[src/logic/dam_defs.svh]
/*
 Constants of the data memory address modifier: register offsets,
 flag bit positions, reset values and address field positions.
 Assumes inclusion by bare name from the design file.
*/
`ifndef DAM_DEFS_SVH
`define DAM_DEFS_SVH

`define DAM_OFS_IDX_UPPER 3'h0
`define DAM_OFS_IDX_MIDDLE 3'h1
`define DAM_OFS_IDX_LOWER 3'h2
`define DAM_OFS_FLAGS 3'h3

`define DAM_RPE_BIT 3
`define DAM_IDXEN_BIT 0
`define DAM_MODE_LSB 1
`define DAM_MODE_MSB 2

`define DAM_NIB_RESET 4'h0
`define DAM_FLAG_RESET 1'b0
`define DAM_READ_ZERO 4'h0
`define DAM_PTR_BANK 4'h0

`define DAM_BANK_MSB 10
`define DAM_BANK_LSB 7
`define DAM_ROW_MSB 6
`define DAM_ROW_LSB 4
`define DAM_COL_MSB 3
`define DAM_COL_LSB 0
`define DAM_IDXU_MSB 2
`define DAM_IDXU_LSB 0
`define DAM_PTRLO_ROW_MSB 2
`define DAM_PTRLO_ROW_LSB 0

`endif

[src/logic/dam_pkg.sv]
/*
 Types of the data memory address modifier: operations, modes,
 request and result carriers.
 Assumes a decoder on the same clock that fills the request.
*/
package dam_pkg;

    localparam int DAM_AW = 11;

    typedef enum logic [1:0] {
        DAM_OP_DATA,
        DAM_OP_ADD,
        DAM_OP_IND_STORE,
        DAM_OP_IND_LOAD
    } dam_op_t;

    typedef enum logic [1:0] {
        DAM_MODE_NONE,
        DAM_MODE_DIAGONAL,
        DAM_MODE_INDEX,
        DAM_MODE_BOTH
    } dam_mode_t;

    typedef struct packed {
        logic valid;
        dam_op_t op;
        logic [DAM_AW-1:0] m_addr;
        logic [DAM_AW-1:0] r_addr;
        logic [3:0] r_val;
        logic [3:0] m_val;
    } dam_req_t;

    typedef struct packed {
        logic valid;
        dam_op_t op;
        logic [DAM_AW-1:0] direct_addr;
        logic [DAM_AW-1:0] indirect_addr;
        logic [DAM_AW-1:0] src_addr;
        logic [DAM_AW-1:0] dst_addr;
        logic [3:0] sum;
        logic carry;
        logic wr_en;
    } dam_res_t;

endpackage : dam_pkg

[src/logic/dam_modifier.sv]
/*
 Data memory address modifier of a 4-bit core: index register, row
 pointer, mode flags and effective address generation.
 Assumes requests from the decoder on mclk, register values already read
 by the caller, and a plain one-cycle register port from the core.
*/
// The address map and the plain strobed port were decided locally.
`timescale 1ns/1ps
`include "dam_defs.svh"
`default_nettype none

module dam_modifier (
    input wire logic mclk,
    input wire logic rstn,
    input wire logic [2:0] bus_addr,
    input wire logic [3:0] bus_wdata,
    input wire logic bus_wr,
    input wire logic bus_rd,
    output logic [3:0] bus_rdata,
    input wire dam_pkg::dam_req_t req,
    output dam_pkg::dam_res_t res,
    output logic row_pointer_enable_flag,
    output logic index_enable_flag
);

    logic [3:0] row_pointer_upper_reg;
    logic [3:0] row_pointer_lower_reg;
    logic [3:0] index_lower_field_reg;
    logic index_enable_reg;
    logic [3:0] rdata_reg;
    dam_pkg::dam_res_t res_reg;
    dam_pkg::dam_res_t res_next;
    logic [dam_pkg::DAM_AW-1:0] index_reg;
    logic [2:0] index_upper_field;
    logic [3:0] index_middle_field;
    logic [3:0] ptr_bank;
    logic [2:0] ptr_row;
    dam_pkg::dam_mode_t mode;
    logic [3:0] rdata_next;
    logic [dam_pkg::DAM_AW-1:0] m_or_index;

    // Mode decode, shared by the datapath and the flag readback
    function automatic dam_pkg::dam_mode_t decode_mode(input logic rpe,
                                                       input logic idx_en);
        dam_pkg::dam_mode_t m;
        m = dam_pkg::DAM_MODE_NONE;
        case ({idx_en, rpe})
            2'h0: m = dam_pkg::DAM_MODE_NONE;
            2'h1: m = dam_pkg::DAM_MODE_DIAGONAL;
            2'h2: m = dam_pkg::DAM_MODE_INDEX;
            default: m = dam_pkg::DAM_MODE_BOTH;
        endcase
        return m;
    endfunction : decode_mode

    function automatic logic is_transfer(input dam_pkg::dam_op_t op);
        return (op == dam_pkg::DAM_OP_IND_STORE) ||
               (op == dam_pkg::DAM_OP_IND_LOAD);
    endfunction : is_transfer

    // Upper nibble is shared: top bit enables the pointer, rest is index
    assign row_pointer_enable_flag = row_pointer_upper_reg[`DAM_RPE_BIT];
    assign index_enable_flag = index_enable_reg;
    assign index_upper_field =
        row_pointer_upper_reg[`DAM_IDXU_MSB:`DAM_IDXU_LSB];
    assign index_middle_field = row_pointer_lower_reg;
    assign index_reg = {index_upper_field, index_middle_field,
                        index_lower_field_reg};
    // Pointer bank bits are hardwired low, so upper pointer bits are unused
    assign ptr_bank = `DAM_PTR_BANK;
    assign ptr_row =
        row_pointer_lower_reg[`DAM_PTRLO_ROW_MSB:`DAM_PTRLO_ROW_LSB];
    assign mode = decode_mode(row_pointer_enable_flag, index_enable_reg);
    // One OR serves both the direct and the indirect path in index mode
    assign m_or_index = req.m_addr | index_reg;

    always_ff @(posedge mclk or negedge rstn)
    begin
        if (!rstn)
        begin
            row_pointer_upper_reg <= `DAM_NIB_RESET;
            row_pointer_lower_reg <= `DAM_NIB_RESET;
            index_lower_field_reg <= `DAM_NIB_RESET;
            index_enable_reg <= `DAM_FLAG_RESET;
        end
        else if (bus_wr)
        begin
            case (bus_addr)
                `DAM_OFS_IDX_UPPER: row_pointer_upper_reg <= bus_wdata;
                `DAM_OFS_IDX_MIDDLE: row_pointer_lower_reg <= bus_wdata;
                `DAM_OFS_IDX_LOWER: index_lower_field_reg <= bus_wdata;
                `DAM_OFS_FLAGS: index_enable_reg <= bus_wdata[`DAM_IDXEN_BIT];
                default: ;
            endcase
        end
    end

    always_comb
    begin
        rdata_next = `DAM_READ_ZERO;
        case (bus_addr)
            `DAM_OFS_IDX_UPPER: rdata_next = row_pointer_upper_reg;
            `DAM_OFS_IDX_MIDDLE: rdata_next = row_pointer_lower_reg;
            `DAM_OFS_IDX_LOWER: rdata_next = index_lower_field_reg;
            `DAM_OFS_FLAGS:
            begin
                rdata_next[`DAM_IDXEN_BIT] = index_enable_reg;
                rdata_next[`DAM_MODE_MSB:`DAM_MODE_LSB] = mode;
            end
            default: rdata_next = `DAM_READ_ZERO;
        endcase
    end

    // Read data stand only in the cycle after the strobe
    always_ff @(posedge mclk or negedge rstn)
    begin
        if (!rstn)
            rdata_reg <= `DAM_READ_ZERO;
        else
            rdata_reg <= bus_rd ? rdata_next : `DAM_READ_ZERO;
    end

    assign bus_rdata = rdata_reg;

    always_comb
    begin
        res_next = '0;
        res_next.valid = req.valid;
        res_next.op = req.op;
        // Default and forbidden mode both leave the operand untouched
        res_next.direct_addr = req.m_addr;
        // Column of the indirect address comes from r in every mode
        res_next.indirect_addr = {req.m_addr[`DAM_BANK_MSB:`DAM_ROW_LSB],
                                  req.r_val};
        case (mode)
            dam_pkg::DAM_MODE_DIAGONAL:
            begin
                if (is_transfer(req.op))
                    res_next.indirect_addr = {ptr_bank, ptr_row,
                                              req.r_val};
            end
            dam_pkg::DAM_MODE_INDEX:
            begin
                res_next.direct_addr = m_or_index;
                res_next.indirect_addr =
                    {m_or_index[`DAM_BANK_MSB:`DAM_ROW_LSB], req.r_val};
            end
            default: ;
        endcase
        {res_next.carry, res_next.sum} =
            5'(req.r_val) + 5'(req.m_val);
        case (req.op)
            dam_pkg::DAM_OP_ADD:
            begin
                res_next.src_addr = res_next.direct_addr;
                res_next.dst_addr = req.r_addr;
                res_next.wr_en = req.valid;
            end
            dam_pkg::DAM_OP_IND_STORE:
            begin
                res_next.src_addr = res_next.direct_addr;
                res_next.dst_addr = res_next.indirect_addr;
                res_next.wr_en = req.valid;
            end
            dam_pkg::DAM_OP_IND_LOAD:
            begin
                res_next.src_addr = res_next.indirect_addr;
                res_next.dst_addr = res_next.direct_addr;
                res_next.wr_en = req.valid;
            end
            default:
            begin
                res_next.src_addr = res_next.direct_addr;
                res_next.dst_addr = res_next.direct_addr;
            end
        endcase
    end

    always_ff @(posedge mclk or negedge rstn)
    begin
        if (!rstn)
            res_reg <= '0;
        else
            res_reg <= res_next;
    end

    assign res = res_reg;
endmodule : dam_modifier

`default_nettype wire

[config.mk]
export PLATFORM = sky130hd
export DESIGN_NAME = dam_modifier
export DESIGN_NICKNAME = d
export VERILOG_FILES = /design/src/logic/dam_pkg.sv /design/src/logic/dam_modifier.sv
export VERILOG_INCLUDE_DIRS = /design/src /design/src/logic
export SDC_FILE = /design/constraint.sdc
export NUM_CORES = 1
export LEC_CHECK = 0
export ABC_AREA = 1
export BUFFER_PORTS_ARGS = -buffer_cell sky130_fd_sc_hd__buf_2
export CAP_MARGIN = 10
export CORE_ASPECT_RATIO = 1.25
export CORE_MARGIN = 8
export CORE_UTILIZATION = 53
export CTS_CLUSTER_DIAMETER = 100
export CTS_CLUSTER_SIZE = 10
export DETAILED_ROUTE_END_ITERATION = 12
export PLACE_DENSITY = 0.87
export SYNTH_ARGS = -nofsm -noshare
export SYNTH_HDL_FRONTEND = slang
export SYNTH_SLANG_ARGS = --single-unit
[constraint.sdc]
create_clock -name mclk -period 4.5 [get_ports mclk]
set_clock_uncertainty 0.05 [all_clocks]
set_input_delay 0.9 -clock mclk [delete_from_list [all_inputs] [get_ports mclk]]
set_output_delay 0.9 -clock mclk [all_outputs]
set_load 0.01 [all_outputs]
-- Word-level counts from Yosys, hierarchy flattened
Cells that the tools add are included.
- register bits: 70
- bits of input ports: 44
- equality and inequality tests: 10
- multiplexer cells: 9
- bitwise logic cells: 1
- add/subtract/negate cells: 1
- reductions and logical operators: 8
- operator list (cell ; count):
    22-bit one-hot mux with 3 select lines ; 1
    11-bit 2-to-1 mux ; 2
    11-bit one-hot mux with 2 select lines ; 1
    3-bit one-hot mux with 4 select lines ; 1
    11-bit OR ; 1
    2-bit == test, second input constant ; 4
    2-bit AND reduction ; 4
    2-bit by 1-bit == test with 1-bit output, second input constant ; 3
    3-bit by 2-bit == test with 1-bit output, second input constant ; 2
    2-bit one-hot mux with 3 select lines ; 1
    4-bit by 4-bit adder with 5-bit output ; 1
    4-bit 2-to-1 mux ; 1
    3-bit by 1-bit == test with 1-bit output, second input constant ; 1
    3-bit logical NOT ; 1
    1-bit one-hot mux with 3 select lines ; 1
    3-bit OR reduction ; 1
    2-bit logical NOT ; 1
    1-bit logical OR ; 1
    1-bit 2-to-1 mux ; 1

-- Depth between registers and ports, before layout
Gate-level depths: netlist of run 1.
- depth after elaboration: 5
- depth in mapped cells: 8
- depth with buffers taken out: 8

-- Worst setup path before layout of run 1
Ideal clock, no wire load.
- kind: input port to flip-flop
- start: in req[0] (netlist bit)
- end: reg res_reg, in the netlist res[4]
- arrival time: 1.590 ns
- setup time: 0.123 ns
- stages: 4
- path slack: 2.736 ns
- buffers on the path: 0
- cell sequence: ha_1 inv_1 fa_1 xnor2_1
- RTL lines (element ; RTL line ; RTL):
    start, declared ; dam_modifier.sv:20 ; input wire dam_pkg::dam_req_t req,
    end signal, assigned ; dam_modifier.sv:184 ; res_reg <= res_next;
    end, declared ; dam_modifier.sv:31 ; dam_pkg::dam_res_t res_reg;

-- Worst setup path in the final report of run 1
- start: reg row_pointer_upper_reg[3]
- end: out row_pointer_enable_flag
- RTL lines (element ; RTL line ; RTL):
    start, declared ; dam_modifier.sv:26 ; logic [3:0] row_pointer_upper_reg;
    start signal, assigned ; dam_modifier.sv:81 ; row_pointer_upper_reg <= `DAM_NIB_RESET;
    start signal, assigned ; dam_modifier.sv:89 ; `DAM_OFS_IDX_UPPER: row_pointer_upper_reg <= bus_wdata;
    end, declared ; dam_modifier.sv:22 ; output logic row_pointer_enable_flag,
No word-level cell between the ends.

==> flow_summary.rst, run 1 <==
.. list-table::
   :header-rows: 1

   * - Metric
     - Value
   * - CTS sink count
     - 70
   * - Via count of the first global-routing pass
     - about 2,600
   * - Syn_area_per_cell
     - a little under 10 um2
   * - Hold crit path type
     - reg2reg
   * - Share of the clock period used by the worst path after layout
     - 0.4403
   * - Std cell rows
     - 30
   * - # H-tree levels
     - 3
   * - Synthesis-stage register bit count
     - 70
   * - Detailed Route WL
     - between 7 and 8 mm
   * - Total global routing track utilization
     - 0.1945
   * - Worst Tran Pin Value
     - 905.5 ps
   * - Height of the die
     - just under 100 um
   * - RSZ-0062 raised after global routing
     - no
   * - Data required, critical path
     - around 3600 ps
   * - Routed wire length per instance
     - ~16 um
   * - # setup viols final
     - 0
   * - Path depth of the worst reg2reg path
     - 8
   * - CP max-delay cell
     - sky130_fd_sc_hd__dfrtp_1
   * - Detailed-route vias per instance
     - between 5 and 6
   * - Type of element capturing the critical path
     - output port
   * - Flip-flop count of the largest register after layout
     - 53
   * - Final layout net count
     - 461
   * - Fraction of layout cells with a size suffix above 1
     - 0.3196
   * - Maximum Capacitance Violations
     - 0
   * - Grt total ovfl
     - 0
   * - Mapped Nets
     - between 300 and 400
   * - Worst slew margin relative to its limit
     - 0.3963
   * - Cell area after synthesis
     - around 2900 um2
   * - Result of the run
     - completed
   * - Number of violations reported at the end of detailed-routing iteration 0
     - ~220
   * - Die area
     - 8168 um2
   * - Pin count of the biggest net entering global routing
     - 42
   * - CP top delay family
     - flip-flops
   * - Final antenna-violating net count
     - 0
   * - DRC
     - 0
   * - Initial antenna violation count
     - 1
   * - Vias after detailed routing
     - approximately 2,500
   * - Hold-fix buffers, CTS
     - 0
   * - Count of input and output buffers
     - roughly 100
   * - Setup bufs post-CTS
     - 0
   * - Clock Tree Buf Depth
     - 2
   * - Starting density of the core
     - 0.5450
   * - Number of warning messages in the yosys log
     - 0
   * - Hold violation total from the final report
     - 0
   * - Highest ir drop seen on vdd
     - between 0.00015 and 0.0002 V
   * - Highest attainable clock frequency
     - ~0.50 GHz
   * - Final Max Slew Viols
     - 0
   * - Leakage dissipation
     - between 1.5 and 2 nW
   * - Setup total negative slack
     - 0 ps
   * - Levels on crit path
     - 1
   * - Post-Syn Instances
     - 300
   * - Clock root buffer
     - sky130_fd_sc_hd__clkbuf_8
   * - Detailed-router iteration count before antenna repair
     - 4
   * - Kind of critical path
     - reg2out
   * - Clock-pin slew of the registers on the worst-case setup and hold paths
     - about 70 ps
   * - Floorplan die width
     - just over 80 um
   * - Sequential cell area fraction in the yosys report
     - 0.5988
   * - IO Count
     - 103
   * - Post-CTS resize count
     - 0
   * - Area of the core region
     - 5368 um2
   * - First-pass GRT wire length
     - around 12 mm
   * - Pwr Density
     - 417.8 nW/um2
   * - Layout overhead on the synthesized area
     - 24.42%
   * - Critical path arrival
     - 1030 ps
   * - CTS tree
     - yes
   * - Buffer and inverter count on the worst path
     - 1
   * - Number of distinct library cells after synthesis
     - 26
   * - Final Wtd Congestion
     - between 0.8 and 0.9
   * - Number of cells traversed by the worst hold path
     - 2
   * - Series of cell instances along the critical path
     - buf_2
   * - TritonCTS Buffers
     - 9
   * - Top fanout value on the critical path
     - 7
   * - Startpoint class of the critical path
     - register
   * - Final critical-path required period
     - 1981 ps
   * - Slowest Stage Delay on Critical Path
     - approximately 500 ps
   * - Clk_lat worst skew
     - 330 ps
   * - Utilization after layout
     - 0.6781
   * - HPWL after DPL
     - between 5 and 6 mm
path summary, 6_finish.rpt:
check                                         start                        to  slack [ps]
min in group asynchronous                      rstn                   res[31]         650
setup / recovery           row_pointer_upper_reg[3]   row_pointer_enable_flag        2520
hold reg to reg            index_lower_field_reg[0]  index_lower_field_reg[0]         480
setup reg to reg           row_pointer_upper_reg[3]                   res[11]        2560
hold / removal             index_lower_field_reg[0]  index_lower_field_reg[0]         480
max in group asynchronous                      rstn                    res[0]        2860
worst reg2reg max path, stage by stage, from the launching register on:
cell                      delay, ps
sky130_fd_sc_hd__dfrtp_1        500
sky130_fd_sc_hd__inv_1           80
sky130_fd_sc_hd__ha_1           370
sky130_fd_sc_hd__inv_1          200
sky130_fd_sc_hd__nand3_2        260
sky130_fd_sc_hd__nand2_1        130
sky130_fd_sc_hd__nand2_1        110
sky130_fd_sc_hd__nand2_1         80
sky130_fd_sc_hd__nand2_1         50
Yosys cell counts (all sizes together):
library cell | instances | share of area
a21boi | 3 | 0.0077
a21o | 2 | 0.0051
a21oi | 6 | 0.010
and2 | 4 | 0.0086
buf | 6 | 0.018
dfrtp | 70 | 0.60
fa | 1 | 0.0068
ha | 8 | 0.034
inv | 32 | 0.041
nand2 | 91 | 0.12
nand3 | 24 | 0.044
nor2 | 14 | 0.027
nor3 | 1 | 0.0034
o211ai | 7 | 0.018
o21ai | 28 | 0.048
o21bai | 1 | 0.0026
xnor2 | 1 | 0.0030
xor2 | 1 | 0.0030
per-stage QoR:
stage	instances	setup WS, ps	area, um2	power, mW	hold slack (ps)
after floorplan	300	2736	2925	0.9516	425.0
after global placement	461	2459	3470	1.088	454.4
after detailed placement	461	2382	3470	1.101	457.9
after CTS	477	2508	3637	1.529	475.8
after global routing	478	2364	3640	1.602	513.6
final	478	2519	3640	1.521	480.5
routing by layer:
layer  track usage  vias up  wire [um]
met1        0.2158     1187       2763
li1              -     1181          -
met5             0        -          0
met2        0.3323      115       4095
met3       0.04007       15        624
met4        0.1016        0        206
layout by cell type (no fill, tap or decap), types with 4 or more instances in the layout:
cell                         n
sky130_fd_sc_hd__buf_2     102
sky130_fd_sc_hd__nand2_1    88
sky130_fd_sc_hd__dfrtp_1    70
sky130_fd_sc_hd__inv_1      28
sky130_fd_sc_hd__o21ai_0    23
sky130_fd_sc_hd__nand3_1    22
sky130_fd_sc_hd__clkbuf_8   10
sky130_fd_sc_hd__nor2_1      9
sky130_fd_sc_hd__ha_1        8
sky130_fd_sc_hd__o211ai_1    7
sky130_fd_sc_hd__a21oi_1     6
sky130_fd_sc_hd__o21ai_1     5
sky130_fd_sc_hd__inv_2       4
sky130_fd_sc_hd__and2_1      4
logic make-up after synthesis:
| group | count (synthesis) | share of synthesized area |
|---|---|---|
| compound gates | 47 | 0.09153 |
| xor+xnor | 2 | 0.005989 |
| fa+ha+maj | 9 | 0.04106 |
| buf+inv | 38 | 0.05945 |
| flops | 70 | 0.5988 |
| simple gates | 134 | 0.2032 |
report_power, final:
group          leakage (nW)  internal [mW]  switching [mW]
Combinational          1.04          0.121           0.212
Sequential            0.849          0.714          0.0412
Clock                0.0861          0.213           0.220
layout make-up:
| class | count | area, um2 |
|---|---|---|
| diodes | 1 | 2.502 |
| flip-flops and latches | 70 | 1752 |
| clock buffers | 12 | 145.1 |
| clock inverters | 4 | 22.52 |
| well taps | 64 | 80.08 |
| fillers | 428 | 1728 |
| multi-input cells | 192 | 999.7 |
| repair buffers | 103 | 518.0 |
| inverters | 32 | 120.1 |
Power figures use the tool's default switching activity.
==> inputs of run 2 (changes only) <==
Settings changed: CORE_UTILIZATION 53 to 45, PLACE_DENSITY 0.87 to 0.79.
Clock period 4.5 ns to 1.8 ns, I/O delays scaled along.
==> run 2 against run 1 <==
  * The flow now finishes with violations (hold timing)
  * Power rose to 2.6 times the previous value
  * Global-route usage fell by 2.7 points
  * Die area rose by 15%
  * Routed wire length fell by 2.0%
  * Critical path type is now reg2reg
==> flow_summary.rst, run 2 (synthesis results as in run 1) <==
.. list-table::
   :header-rows: 1

   * - Metric
     - Value
   * - Result of the run
     - complete, but fails checks
   * - Violated checks
     - hold timing
   * - Final Wtd Congestion
     - approximately 0.86
   * - RSZ-0062 raised after global routing
     - no
   * - Fraction of layout cells with a size suffix above 1
     - 0.3261
   * - Detailed-router iteration count before antenna repair
     - 4
   * - Leakage dissipation
     - just over 2 nW
   * - Setup total negative slack
     - 0 ps
   * - Highest ir drop seen on vdd
     - between 0.0005 and 0.0006 V
   * - Routed wire length per instance
     - about 15 um
   * - Critical R2R Launch
     - index_enable_flag
   * - Flip-flop count of the largest register after layout
     - 53
   * - Maximum Capacitance Violations
     - 0
   * - Total power
     - between 3 and 4 mW
   * - Final layout net count
     - between 400 and 500
   * - Final hold slack
     - -12.50 ps
   * - Hold violation total from the final report
     - 21
   * - Data required, critical path
     - between 1500 and 2000 ps
   * - Highest attainable clock frequency
     - between 0.6 and 0.7 GHz
   * - TritonCTS Buffers
     - 9
   * - Height of the die
     - about 110 um
   * - Top library cells by usage in the layout, fill and taps aside
     - sky130_fd_sc_hd__buf_2 (102), sky130_fd_sc_hd__nand2_1 (88), sky130_fd_sc_hd__dfrtp_1 (70), sky130_fd_sc_hd__inv_1 (28)
   * - Hold crit path type
     - in2async
   * - Area occupied by multi-input gates
     - around 1000 um2
   * - Setup Slack @ Placement
     - between 60 and 70 ps
   * - Worst Tran Pin Value
     - 370.6 ps
   * - Startpoint class of the critical path
     - register
   * - Clock root buffer
     - sky130_fd_sc_hd__clkbuf_8
   * - DRC
     - 0
   * - Total global routing track utilization
     - 0.1679
   * - Area of all sequential standard cells
     - about 1800 um2
   * - Type of element capturing the critical path
     - register
   * - Die area
     - just over 9000 um2
   * - Worst slew margin relative to its limit
     - 0.7503
   * - # H-tree levels
     - 3
   * - Std cell rows
     - 33
   * - Pwr Density
     - 1058 nW/um2
   * - Final antenna-violating net count
     - 0
   * - Via count of the first global-routing pass
     - 2,514
   * - Detailed Route WL
     - 7.535 mm
   * - Final Max Slew Viols
     - 0
   * - Floorplan die width
     - 88.12 um
   * - Fill cells
     - ~600
   * - Vias after detailed routing
     - about 2,400
   * - Critical path arrival
     - around 1800 ps
   * - CTS tree
     - yes
   * - Detailed-route vias per instance
     - between 4 and 5
   * - Layout overhead on the synthesized area
     - 28.27%
   * - Kind of critical path
     - reg2reg
   * - Clk_lat worst skew
     - around 330 ps
   * - Number of violations reported at the end of detailed-routing iteration 0
     - around 120
   * - Most common cell after layout, fill and taps aside
     - sky130_fd_sc_hd__buf_2
   * - Starting density of the core
     - 0.4542
   * - Initial antenna violation count
     - 0
   * - Clock Tree Buf Depth
     - 2
   * - Count of input and output buffers
     - roughly 100
   * - Critical Path Source
     - index_enable_flag
   * - Top fanout value on the critical path
     - 14
   * - Share of the clock period used by the worst path after layout
     - 0.9224
   * - First-pass GRT wire length
     - ~12 mm
   * - # diodes
     - 0
   * - Setup slack of the critical path after layout
     - 139.7 ps
   * - # setup viols final
     - 0
   * - Hold-fix buffers, CTS
     - 0
   * - HPWL after DPL
     - 5.926 mm
   * - Area of the core region
     - approximately 6400 um2
   * - Grt total ovfl
     - 0
   * - Setup bufs post-CTS
     - 0
   * - IO Count
     - approximately 100
   * - Final critical-path required period
     - between 1500 and 2000 ps
   * - CTS sink count
     - 70
   * - Clock-pin slew of the registers on the worst-case setup and hold paths
     - 70 ps
   * - Pin count of the biggest net entering global routing
     - a little over 70
==> run 2: cell types whose count changed in the layout (fill, tap and decap cells not counted), sizes merged <==
cell and delta:
clkbuf +1, clkinvlp -1, clkinv -3, bufinv +1, diode -1, buf +6
==> run 2: worst paths after layout <==
path	to	slack (ps)	depth (start not counted)
max reg2reg	res[22]	140	7
max in group asynchronous	res[17]	1420	2
min in group mclk	res[52]	100	1
min	res[0]	-10	2
max	res[22]	140	7
min reg2reg	index_lower_field_reg[0]	480	2
==> run 2: critical path, stage by stage, from the launching register on <==
cell and delay (ps):
sky130_fd_sc_hd__dfrtp_1 450, sky130_fd_sc_hd__ha_1 350, sky130_fd_sc_hd__inv_1 200, sky130_fd_sc_hd__nand3_4 190
sky130_fd_sc_hd__nand2_1 100, sky130_fd_sc_hd__nand2_1 90, sky130_fd_sc_hd__nand2_1 80, sky130_fd_sc_hd__nand2_1 50
==> run 2: per-layer routing <==
layer	vias to the layer above	GRT usage	wire length, um
met5	-	0	0
met4	0	0.09333	243
met3	20	0.03472	541
met2	96	0.2960	3952
met1	1121	0.1805	2797
li1	1183	-	-
==> run 2: repair_timing <==
item | in CTS | in global routing
setup endpoints to repair | 0 | 8
gates resized for setup | 0 | 2
endpoints found under the hold margin | 0 | 0
==> run 2: stage by stage <==
step | std cells | utilization | instance area (um2)
after floorplan | 300 | - | 2925
after global placement | 490 | 0.5521 | 3556
after detailed placement | 490 | 0.5521 | 3556
after CTS | 504 | 0.5814 | 3745
after global routing | 504 | 0.5826 | 3752
final | 504 | 0.5826 | 3752
==> run 2: area by class of cell <==
| class | count | share of cell area |
|---|---|---|
| Tap cell | 87 | 0.02901 |
| Clock buffer | 13 | 0.04235 |
| Clock inverter | 1 | 0.008003 |
| Timing Repair Buffer | 109 | 0.1534 |
| Multi-Input combinational cell | 192 | 0.2684 |
| Sequential cell | 70 | 0.4668 |
| Inverter | 32 | 0.03201 |
==> run 2: where the power goes <==
part | switching [mW] | internal [mW]
Clock | 0.520 | 0.702
Sequential | 0.0934 | 1.79
Combinational | 0.538 | 0.327
